`src/verilog/cssu_pkg.sv`:
```
// Package with constants and types for the clock source start-up selector.
`default_nettype none
package cssu_pkg;
  localparam logic [3:0] SEL_EXT_CLOCK = 4'h0;
  localparam logic [3:0] SEL_IRC_1M = 4'h1;
  localparam logic [3:0] SEL_IRC_8M = 4'h4;
  localparam logic [3:0] SEL_ERC_LO = 4'h5;
  localparam logic [3:0] SEL_ERC_HI = 4'h8;
  localparam logic [3:0] SEL_LF_XTAL = 4'h9;
  localparam logic [3:0] SEL_DEFAULT = 4'h1;
  localparam logic [1:0] SUT_DEFAULT = 2'h2;
  localparam logic [1:0] SUT_C0 = 2'h0;
  localparam logic [1:0] SUT_C1 = 2'h1;
  localparam logic [1:0] SUT_C2 = 2'h2;
  localparam logic [1:0] SUT_C3 = 2'h3;
  // Source cycle counts for the wake-up delay.
  localparam int unsigned CK_6 = 6;
  localparam int unsigned CK_18 = 18;
  localparam int unsigned CK_1K = 1024;
  localparam int unsigned CK_32K = 32768;
  // Watchdog oscillator cycle counts for the reset delay.
  localparam int unsigned WDT_4K = 4096;
  localparam int unsigned WDT_64K = 65536;
  localparam int unsigned CAP_PF = 36;
  localparam logic [7:0] CAL_ADDR = 8'h00;
  localparam logic [7:0] TRIM_MAX = 8'hff;
  // Wishbone register map, word aligned byte addresses.
  localparam logic [3:0] ADR_TRIM = 4'h0;
  localparam logic [3:0] ADR_STATUS = 4'h4;
  localparam logic [3:0] ADR_FUSES = 4'h8;
  localparam logic [3:0] ADR_WAKE = 4'hc;
  localparam int unsigned CNT_W = 17;
  typedef enum logic [1:0] {
    SRC_EXT = 2'h0,
    SRC_IRC = 2'h1,
    SRC_ERC = 2'h2,
    SRC_LFX = 2'h3
  } cssu_src_t;
  typedef struct packed {
    cssu_src_t src;
    logic [1:0] band;
    logic cap_en;
    logic [CNT_W-1:0] wake_cycles;
    logic [CNT_W-1:0] reset_cycles;
  } cssu_cfg_t;
  typedef enum logic [3:0] {
    ST_LOAD = 4'b0001,
    ST_RDLY = 4'b0010,
    ST_WAKE = 4'b0100,
    ST_RUN = 4'b1000
  } cssu_state_t;
endpackage
`default_nettype wire

```
`src/verilog/cssu_decode.sv`:
```
// Fuse decoder: source, band, capacitor enable and delay counts.
`default_nettype none
module cssu_decode (
  input wire logic [3:0] sel_fuses,
  input wire logic [1:0] sut_fuses,
  input wire logic opt_fuse,
  output var cssu_pkg::cssu_cfg_t cfg
);
  import cssu_pkg::*;

  function automatic logic [CNT_W-1:0] cyc(input int unsigned n);
    return CNT_W'(n);
  endfunction

  // Reset delay: codes 00,01,10 give none, 4K, 64K; reserved gets the longest.
  function automatic logic [CNT_W-1:0] rdly(input logic [1:0] s);
    unique case (s)
      SUT_C0: return '0;
      SUT_C1: return cyc(WDT_4K);
      default: return cyc(WDT_64K);
    endcase
  endfunction

  always_comb begin
    cfg = '0;
    cfg.cap_en = ~opt_fuse;
    if (sel_fuses == SEL_EXT_CLOCK) begin
      cfg.src = SRC_EXT;
      cfg.wake_cycles = cyc(CK_6);
      cfg.reset_cycles = rdly(sut_fuses);
    end else if (sel_fuses <= SEL_IRC_8M) begin
      cfg.src = SRC_IRC;
      cfg.band = 2'(sel_fuses - SEL_IRC_1M);
      cfg.cap_en = 1'b0;
      cfg.wake_cycles = cyc(CK_6);
      cfg.reset_cycles = rdly(sut_fuses);
    end else if (sel_fuses <= SEL_ERC_HI) begin
      cfg.src = SRC_ERC;
      cfg.band = 2'(sel_fuses - SEL_ERC_LO);
      if (sut_fuses == SUT_C3) begin
        cfg.wake_cycles = cyc(CK_6);
        cfg.reset_cycles = cyc(WDT_4K);
      end else begin
        cfg.wake_cycles = cyc(CK_18);
        cfg.reset_cycles = rdly(sut_fuses);
      end
    end else begin
      // Codes above the low-frequency crystal are out of scope; treated as it.
      cfg.src = SRC_LFX;
      if (sut_fuses == SUT_C0) begin
        cfg.wake_cycles = cyc(CK_1K);
        cfg.reset_cycles = cyc(WDT_4K);
      end else if (sut_fuses == SUT_C1) begin
        cfg.wake_cycles = cyc(CK_1K);
        cfg.reset_cycles = cyc(WDT_64K);
      end else begin
        cfg.wake_cycles = cyc(CK_32K);
        cfg.reset_cycles = cyc(WDT_64K);
      end
    end
  end
endmodule
`default_nettype wire

```
`src/verilog/cssu_top.sv`:
```
// Clock source selection, start-up sequencing and oscillator trim register.
// Functional notes
// - Select code 1001 picks the low-frequency watch crystal.
// - Programmed option fuse switches in 36 pF internal crystal capacitors, except with internal RC selected.
// - Low-frequency crystal: 1K or 32K wake cycles, reserved code 11.
// - External RC codes 0101 to 1000 choose four frequency bands.
// - External RC: 18 source cycles, code 11 gives 6 plus 4.1 ms.
// - Codes 0001 to 0100 pick internal RC at 1, 2, 4, 8 MHz.
// - Internal RC: 6 wake cycles, reset delay none, 4.1 or 65 ms.
// - Every reset copies calibration byte at 0x00 into the trim register.
// - Larger trim value means higher internal oscillator frequency.
// - Memory write timing derives from the calibrated internal oscillator.
// - Watchdog and reset time-out stay on the watchdog oscillator.
// - Select code 0000 takes an external clock on the crystal input.
// - External clock: 6 wake cycles, reset delay none, 4.1 or 65 ms.
// - Wake counts source cycles; reset delay counts 4K or 64K watchdog cycles.
// - A fuse bit of one is unprogrammed, zero is programmed.
//
// The Wishbone register port and the register offsets were left to the implementer.
`default_nettype none
module cssu_top (
  input wire logic core_clk,
  input wire logic rstn,
  input wire logic [3:0] sel_fuses,
  input wire logic [1:0] sut_fuses,
  input wire logic opt_fuse,
  input wire logic src_clk_pin,
  input wire logic wdt_osc_pin,
  input wire logic wake_req,
  input wire logic [7:0] cal_byte,
  input wire logic [31:0] wb_adr_i,
  input wire logic [31:0] wb_dat_i,
  input wire logic [3:0] wb_sel_i,
  input wire logic wb_we_i,
  input wire logic wb_cyc_i,
  input wire logic wb_stb_i,
  output logic [31:0] wb_dat_o,
  output logic wb_ack_o,
  output logic [7:0] cal_addr,
  output logic [7:0] trim_value,
  output logic [1:0] clk_source,
  output logic [1:0] clk_band,
  output logic cap_enable,
  output logic mem_timing_src_irc,
  output logic cpu_run
);
  import cssu_pkg::*;

  cssu_cfg_t cfg;
  cssu_state_t st_q, st_d;
  logic [CNT_W-1:0] cnt_q, cnt_d;
  logic [2:0] src_sync_q, wdt_sync_q, wake_sync_q;
  logic src_lvl_q, wdt_lvl_q, wake_lvl_q;
  logic src_lvl_d, wdt_lvl_d, wake_lvl_d;
  logic [7:0] trim_q, trim_d;
  logic [31:0] dat_d;
  logic ack_q, ack_d;
  cssu_cfg_t cfg_q, cfg_d;
  logic src_tick, wdt_tick, wake_rise;
  logic wb_req;

  cssu_decode u_decode (
    .sel_fuses(sel_fuses),
    .sut_fuses(sut_fuses),
    .opt_fuse(opt_fuse),
    .cfg(cfg)
  );

  // A pin level counts once the second and third stages agree.
  function automatic logic filt(input logic [2:0] s, input logic old);
    return (s[1] == s[2]) ? s[1] : old;
  endfunction

  always_ff @(posedge core_clk or negedge rstn) begin
    if (!rstn) begin
      src_sync_q <= '0;
      wdt_sync_q <= '0;
      wake_sync_q <= '0;
    end else begin
      src_sync_q <= {src_sync_q[1:0], src_clk_pin};
      wdt_sync_q <= {wdt_sync_q[1:0], wdt_osc_pin};
      wake_sync_q <= {wake_sync_q[1:0], wake_req};
    end
  end

  always_comb begin
    src_lvl_d = filt(src_sync_q, src_lvl_q);
    wdt_lvl_d = filt(wdt_sync_q, wdt_lvl_q);
    wake_lvl_d = filt(wake_sync_q, wake_lvl_q);
  end

  always_ff @(posedge core_clk or negedge rstn) begin
    if (!rstn) begin
      src_lvl_q <= 1'b0;
      wdt_lvl_q <= 1'b0;
      wake_lvl_q <= 1'b0;
    end else begin
      src_lvl_q <= src_lvl_d;
      wdt_lvl_q <= wdt_lvl_d;
      wake_lvl_q <= wake_lvl_d;
    end
  end

  assign src_tick = src_lvl_d & ~src_lvl_q;
  assign wdt_tick = wdt_lvl_d & ~wdt_lvl_q;
  assign wake_rise = wake_lvl_d & ~wake_lvl_q;

  // Start-up sequencer. Fuses are latched at the load step so a fuse change
  // while running cannot shift the clock selection under the core.
  always_comb begin
    st_d = st_q;
    cnt_d = cnt_q;
    cfg_d = cfg_q;
    unique case (st_q)
      ST_LOAD: begin
        cfg_d = cfg;
        cnt_d = cfg.reset_cycles;
        st_d = ST_RDLY;
      end
      ST_RDLY: begin
        if (cnt_q == '0) begin
          st_d = ST_RUN;
        end else if (wdt_tick) begin
          cnt_d = CNT_W'(cnt_q - 1'b1);
        end
      end
      ST_WAKE: begin
        if (cnt_q == '0) begin
          st_d = ST_RUN;
        end else if (src_tick) begin
          cnt_d = CNT_W'(cnt_q - 1'b1);
        end
      end
      ST_RUN: begin
        if (wake_rise) begin
          cnt_d = cfg_q.wake_cycles;
          st_d = ST_WAKE;
        end
      end
    endcase
  end

  always_ff @(posedge core_clk or negedge rstn) begin
    if (!rstn) begin
      st_q <= ST_LOAD;
      cnt_q <= '0;
      cfg_q <= '0;
    end else begin
      st_q <= st_d;
      cnt_q <= cnt_d;
      cfg_q <= cfg_d;
    end
  end

  // Trim register and Wishbone slave; reads answer one cycle after the request.
  assign wb_req = wb_cyc_i & wb_stb_i & ~ack_q;

  always_comb begin
    trim_d = trim_q;
    dat_d = '0;
    ack_d = wb_req;
    if (st_q == ST_LOAD) begin
      trim_d = cal_byte;
    end else if (wb_req && wb_we_i && wb_sel_i[0] && wb_adr_i[3:0] == ADR_TRIM) begin
      trim_d = wb_dat_i[7:0];
    end
    if (wb_req && !wb_we_i) begin
      unique case (wb_adr_i[3:0])
        ADR_TRIM: dat_d = {24'h000000, trim_q};
        ADR_STATUS: dat_d = {27'h0, cpu_run, st_q};
        ADR_FUSES: dat_d = {25'h0, opt_fuse, sut_fuses, sel_fuses};
        ADR_WAKE: dat_d = {15'h0, cnt_q};
        default: dat_d = '0;
      endcase
    end
  end

  always_ff @(posedge core_clk or negedge rstn) begin
    if (!rstn) begin
      trim_q <= '0;
      ack_q <= 1'b0;
    end else begin
      trim_q <= trim_d;
      ack_q <= ack_d;
    end
  end

  always_ff @(posedge core_clk or negedge rstn) begin
    if (!rstn) begin
      wb_dat_o <= '0;
      wb_ack_o <= 1'b0;
      cal_addr <= CAL_ADDR;
      trim_value <= '0;
      clk_source <= '0;
      clk_band <= '0;
      cap_enable <= 1'b0;
      mem_timing_src_irc <= 1'b0;
      cpu_run <= 1'b0;
    end else begin
      wb_dat_o <= dat_d;
      wb_ack_o <= ack_d;
      cal_addr <= CAL_ADDR;
      trim_value <= trim_d;
      clk_source <= cfg_d.src;
      clk_band <= cfg_d.band;
      cap_enable <= cfg_d.cap_en;
      mem_timing_src_irc <= 1'b1;
      cpu_run <= (st_d == ST_RUN);
    end
  end
endmodule
`default_nettype wire

```
`config.mk`:
```
export PLATFORM = sky130hd
export DESIGN_NAME = cssu_top
export DESIGN_NICKNAME = d
export VERILOG_FILES = /design/src/verilog/cssu_pkg.sv /design/src/verilog/cssu_decode.sv /design/src/verilog/cssu_top.sv
export SDC_FILE = /design/constraint.sdc
export NUM_CORES = 1
export LEC_CHECK = 0
export ABC_AREA = 1
export ABC_CLOCK_PERIOD_IN_PS = 2200
export BUFFER_PORTS_ARGS = -buffer_cell sky130_fd_sc_hd__clkbuf_2
export CORE_ASPECT_RATIO = 0.8
export CORE_UTILIZATION = 49
export DETAILED_ROUTE_END_ITERATION = 10
export PLACE_DENSITY_LB_ADDON = 0.05
export SLEW_MARGIN = 40
export SYNTH_ARGS = -nofsm -noshare
export SYNTH_HDL_FRONTEND = slang
export SYNTH_SLANG_ARGS = --single-unit
```
`constraint.sdc`:
```
create_clock -name core_clk -period 2.2 [get_ports core_clk]
set_input_delay 0.22 -clock core_clk [delete_from_list [all_inputs] [get_ports core_clk]]
set_output_delay 0.22 -clock core_clk [all_outputs]
set_load 0.005 [all_outputs]
```
==> metrics.txt <==
EDFF count, synth 0; die outline height 80.96 um; post-route minimum period about 1.8 ns; Post-Synthesis Mean Instance Area 8.640 um2; core region area 7462 um2; Diodes inserted 0; Clock H-tree levels 3; Via Count 2992; cells taking the most area after synthesis sky130_fd_sc_hd__dfrtp_1, sky130_fd_sc_hd__nand2_1, sky130_fd_sc_hd__buf_4; synth warn 0; Detailed Route WL 8105 um; initial core utilization 51.17%; Data required, critical path around 2.5 ns; maximum number of pins on one net before global-route repair 72; first-pass GRT wire length 13520 um; maximum fanout along the worst path 28; CP Launch Type flop; PortBufs 68; Reg-to-Reg Start st_q[2]; half-perimeter wire length after detailed placement 6009 um; cell area after placement between 4000 and 5000 um2; first-iteration detailed-routing DRC count 118; share of cells above drive strength 1 26.63%; Max-cap violations 0; multi-input logic area 1638 um2; fill cell instance count of the final layout 697; Final Hold Fails 0; power per cell area 1123 nW/um2; commonest cells in the netlist sky130_fd_sc_hd__nand2_1, sky130_fd_sc_hd__dfrtp_1, sky130_fd_sc_hd__inv_1, sky130_fd_sc_hd__nor2_1, sky130_fd_sc_hd__nand3_1; horizontal extent of the die 100.7 um; worst setup slack for register-to-register paths 0.43 ns; Clock transition at path regs about 0.09 ns; top cell type by total area after synthesis sky130_fd_sc_hd__dfrtp_1; global-route usage over all layers 21.96%; Unique masters post-synth 42; share of flip-flops with an asynchronous set or reset after synthesis 100.0%; maximum vdd ir drop roughly 0.60 mV; total iterations of the first detailed-routing run 4; Critical Path Sink Type flop; total internal power 2.954 mW; share of synthesized area occupied by flip-flops and latches about 47%; cell area after layout 4414 um2; Hold Path Sink clk_band[0]; setup repair after global routing missed its margin no; cell count of the worst reg-to-reg path 7; net switching component of the power 2.005 mW; Post-Route Setup TNS 0 ns; Setup-failing EPs final 0; clock root buffer sky130_fd_sc_hd__clkbuf_8; Max Slew Vio Count 0; instance count of the mapped netlist roughly 440; startpoint-to-endpoint class of the critical path flop to flop; Max Root-Sink Buffers 2; run status complete, no violations; die area between 8000 and 9000 um2; most used standard cell by instance count after synthesis sky130_fd_sc_hd__nand2_1; Hold Path Cell Cnt 2; sequential cell area 1778 um2; total of flip-flops plus latches after synthesis 71; data arrival time of the critical path 2.05 ns; Ports 147; leakage component of the power about 2.3 nW; highest clock rate 565.2 MHz; detailed-route vias per instance 4.772; class of the worst hold path primary input to flop; mapped cell area between 3000 and 4000 um2; share of total power in sequential cells 37.1%; Main synth FF type sky130_fd_sc_hd__dfrtp_1; vias in the first global route roughly 2800; number of CTS-inserted buffers 9; post-detailed-route wirelength per cell 12.93 um; leftover overflow at the end of global routing 0; core utilization of the finished layout 59.15%; area growth from synthesis to layout 15.60%; power share of the combinational group 39.0%; Nets 610; Clock Latency Late Sink 0.35 ns; count of clock tree sinks 71; number of rows in the core area 28; reg2reg end cnt_q[2]; clk_skew ~0.014 ns; DRC violation count after routing 0; period utilization 80.42%; Post CTS Setup Buffer Count 0; clock share of power 24.0%; routability cong. slightly below 0.9; beginning of the worst hold path sel_fuses[0]; number of routed nets with antenna violations 0; CTS tree built; antenna violations before repair 0; share of the synthesized area in the top cell type 45.87%; switching share of power 40.44%
## critical path: stages, from the launching register on
cell and delay, ns:
sky130_fd_sc_hd__dfrtp_1 0.45, sky130_fd_sc_hd__nor2_2 0.19, sky130_fd_sc_hd__nand2_1 0.11, sky130_fd_sc_hd__nand2_2 0.29, sky130_fd_sc_hd__nand4_4 0.21, sky130_fd_sc_hd__nand2_8 0.25, sky130_fd_sc_hd__nand2_1 0.10, sky130_fd_sc_hd__o21ai_2 0.06
## stage by stage
stage	hold WS, ns	power (mW)	worst slack (ns)	std cells
after global routing	0.06075	5.370	0.2812	627
after CTS	0.05432	5.009	0.3961	627
after floorplan	-0.07559	3.414	0.6885	465
final	0.06360	4.959	0.4307	627
after detailed placement	0.2762	3.789	0.4337	607
after global placement	0.2755	3.769	0.4462	607
## cell usage in the layout (no fill, tap or decap), types with 4 or more instances in the layout
cell and instances:
sky130_fd_sc_hd__buf_4 5, sky130_fd_sc_hd__clkbuf_2 67, sky130_fd_sc_hd__clkbuf_8 9, sky130_fd_sc_hd__conb_1 25
sky130_fd_sc_hd__dfrtp_1 70, sky130_fd_sc_hd__dlygate4sd3_1 4, sky130_fd_sc_hd__inv_1 49, sky130_fd_sc_hd__inv_2 5
sky130_fd_sc_hd__nand2_1 77, sky130_fd_sc_hd__nand2_2 10, sky130_fd_sc_hd__nand3_1 30, sky130_fd_sc_hd__nor2_1 46
sky130_fd_sc_hd__nor2_2 4, sky130_fd_sc_hd__nor2_4 5, sky130_fd_sc_hd__nor3_1 8, sky130_fd_sc_hd__o211ai_1 9
sky130_fd_sc_hd__o21ai_0 11, sky130_fd_sc_hd__o21ai_1 10, sky130_fd_sc_hd__o21ai_2 13, sky130_fd_sc_hd__o22ai_1 15
sky130_fd_sc_hd__or2_1 8
## layout make-up
| type | count | share of cell area [%] |
|---|---|---|
| inverters | 54 | 4.592 |
| well taps | 105 | 2.976 |
| clock inverters | 7 | 2.324 |
| clock buffers | 9 | 2.806 |
| multi-input cells | 303 | 37.10 |
| flip-flops and latches | 71 | 40.28 |
| repair buffers | 78 | 9.921 |
## kinds of logic after synthesis
| kind of cell | Yosys count | synth area share [%] |
|---|---|---|
| compound gates | 66 | 11.66 |
| buf+inv | 91 | 12.81 |
| fa+ha+maj | 5 | 1.442 |
| flops | 71 | 46.56 |
| simple gates | 205 | 26.87 |
| other cells | 2 | 0.1967 |
| xor+xnor | 2 | 0.4588 |
## sequential cells by signal, indices dropped and copies added, names as in the netlist, 2 cells and up
signal	cells
cfg_q	5
clk_band	2
clk_source	2
cnt_q	17
src_sync_q	3
st_q	4
trim_value	8
wake_sync_q	3
wb_dat_o	17
wdt_sync_q	3
## worst max path at each step
stage | startpoint | end | slack (ns) | cells after the start
final | st_q[2] | cnt_q[2] | 0.43 | 7
after global routing | st_q[2] | cnt_q[5] | 0.28 | 7
after CTS | st_q[2] | cnt_q[6] | 0.40 | 7
after detailed placement | st_q[2] | cnt_q[6] | 0.43 | 7
after global placement | st_q[2] | cnt_q[0] | 0.45 | 7
after floorplan | cnt_q[0] | cnt_q[3] | 0.69 | 8
## power by group through the flow
stage / clock network [mW] / logic, mW / registers [mW]
after floorplan: 0 / 1.60 / 1.82
after global placement: 0 / 1.92 / 1.85
after detailed placement: 0 / 1.93 / 1.86
after CTS: 1.22 / 1.95 / 1.84
after global routing: 1.28 / 2.21 / 1.88
final: 1.19 / 1.93 / 1.84
## timing repair
| item | CTS | global route |
|---|---|---|
| endpoints found under the hold margin | 73 | 0 |
| resized for setup | 0 | 0 |
| hold buffers | 4 | 0 |
## metal layers
metal | up-vias | track usage (%) | share of wire (%)
met3 | 12 | 6.368 | 5.1
li1 | 1529 | - | -
met5 | - | 0 | 0
met2 | 81 | 32.05 | 41
met1 | 1370 | 31.38 | 52
met4 | 0 | 6.957 | 1.6
No activity file was read; power rests on OpenSTA's default activity.
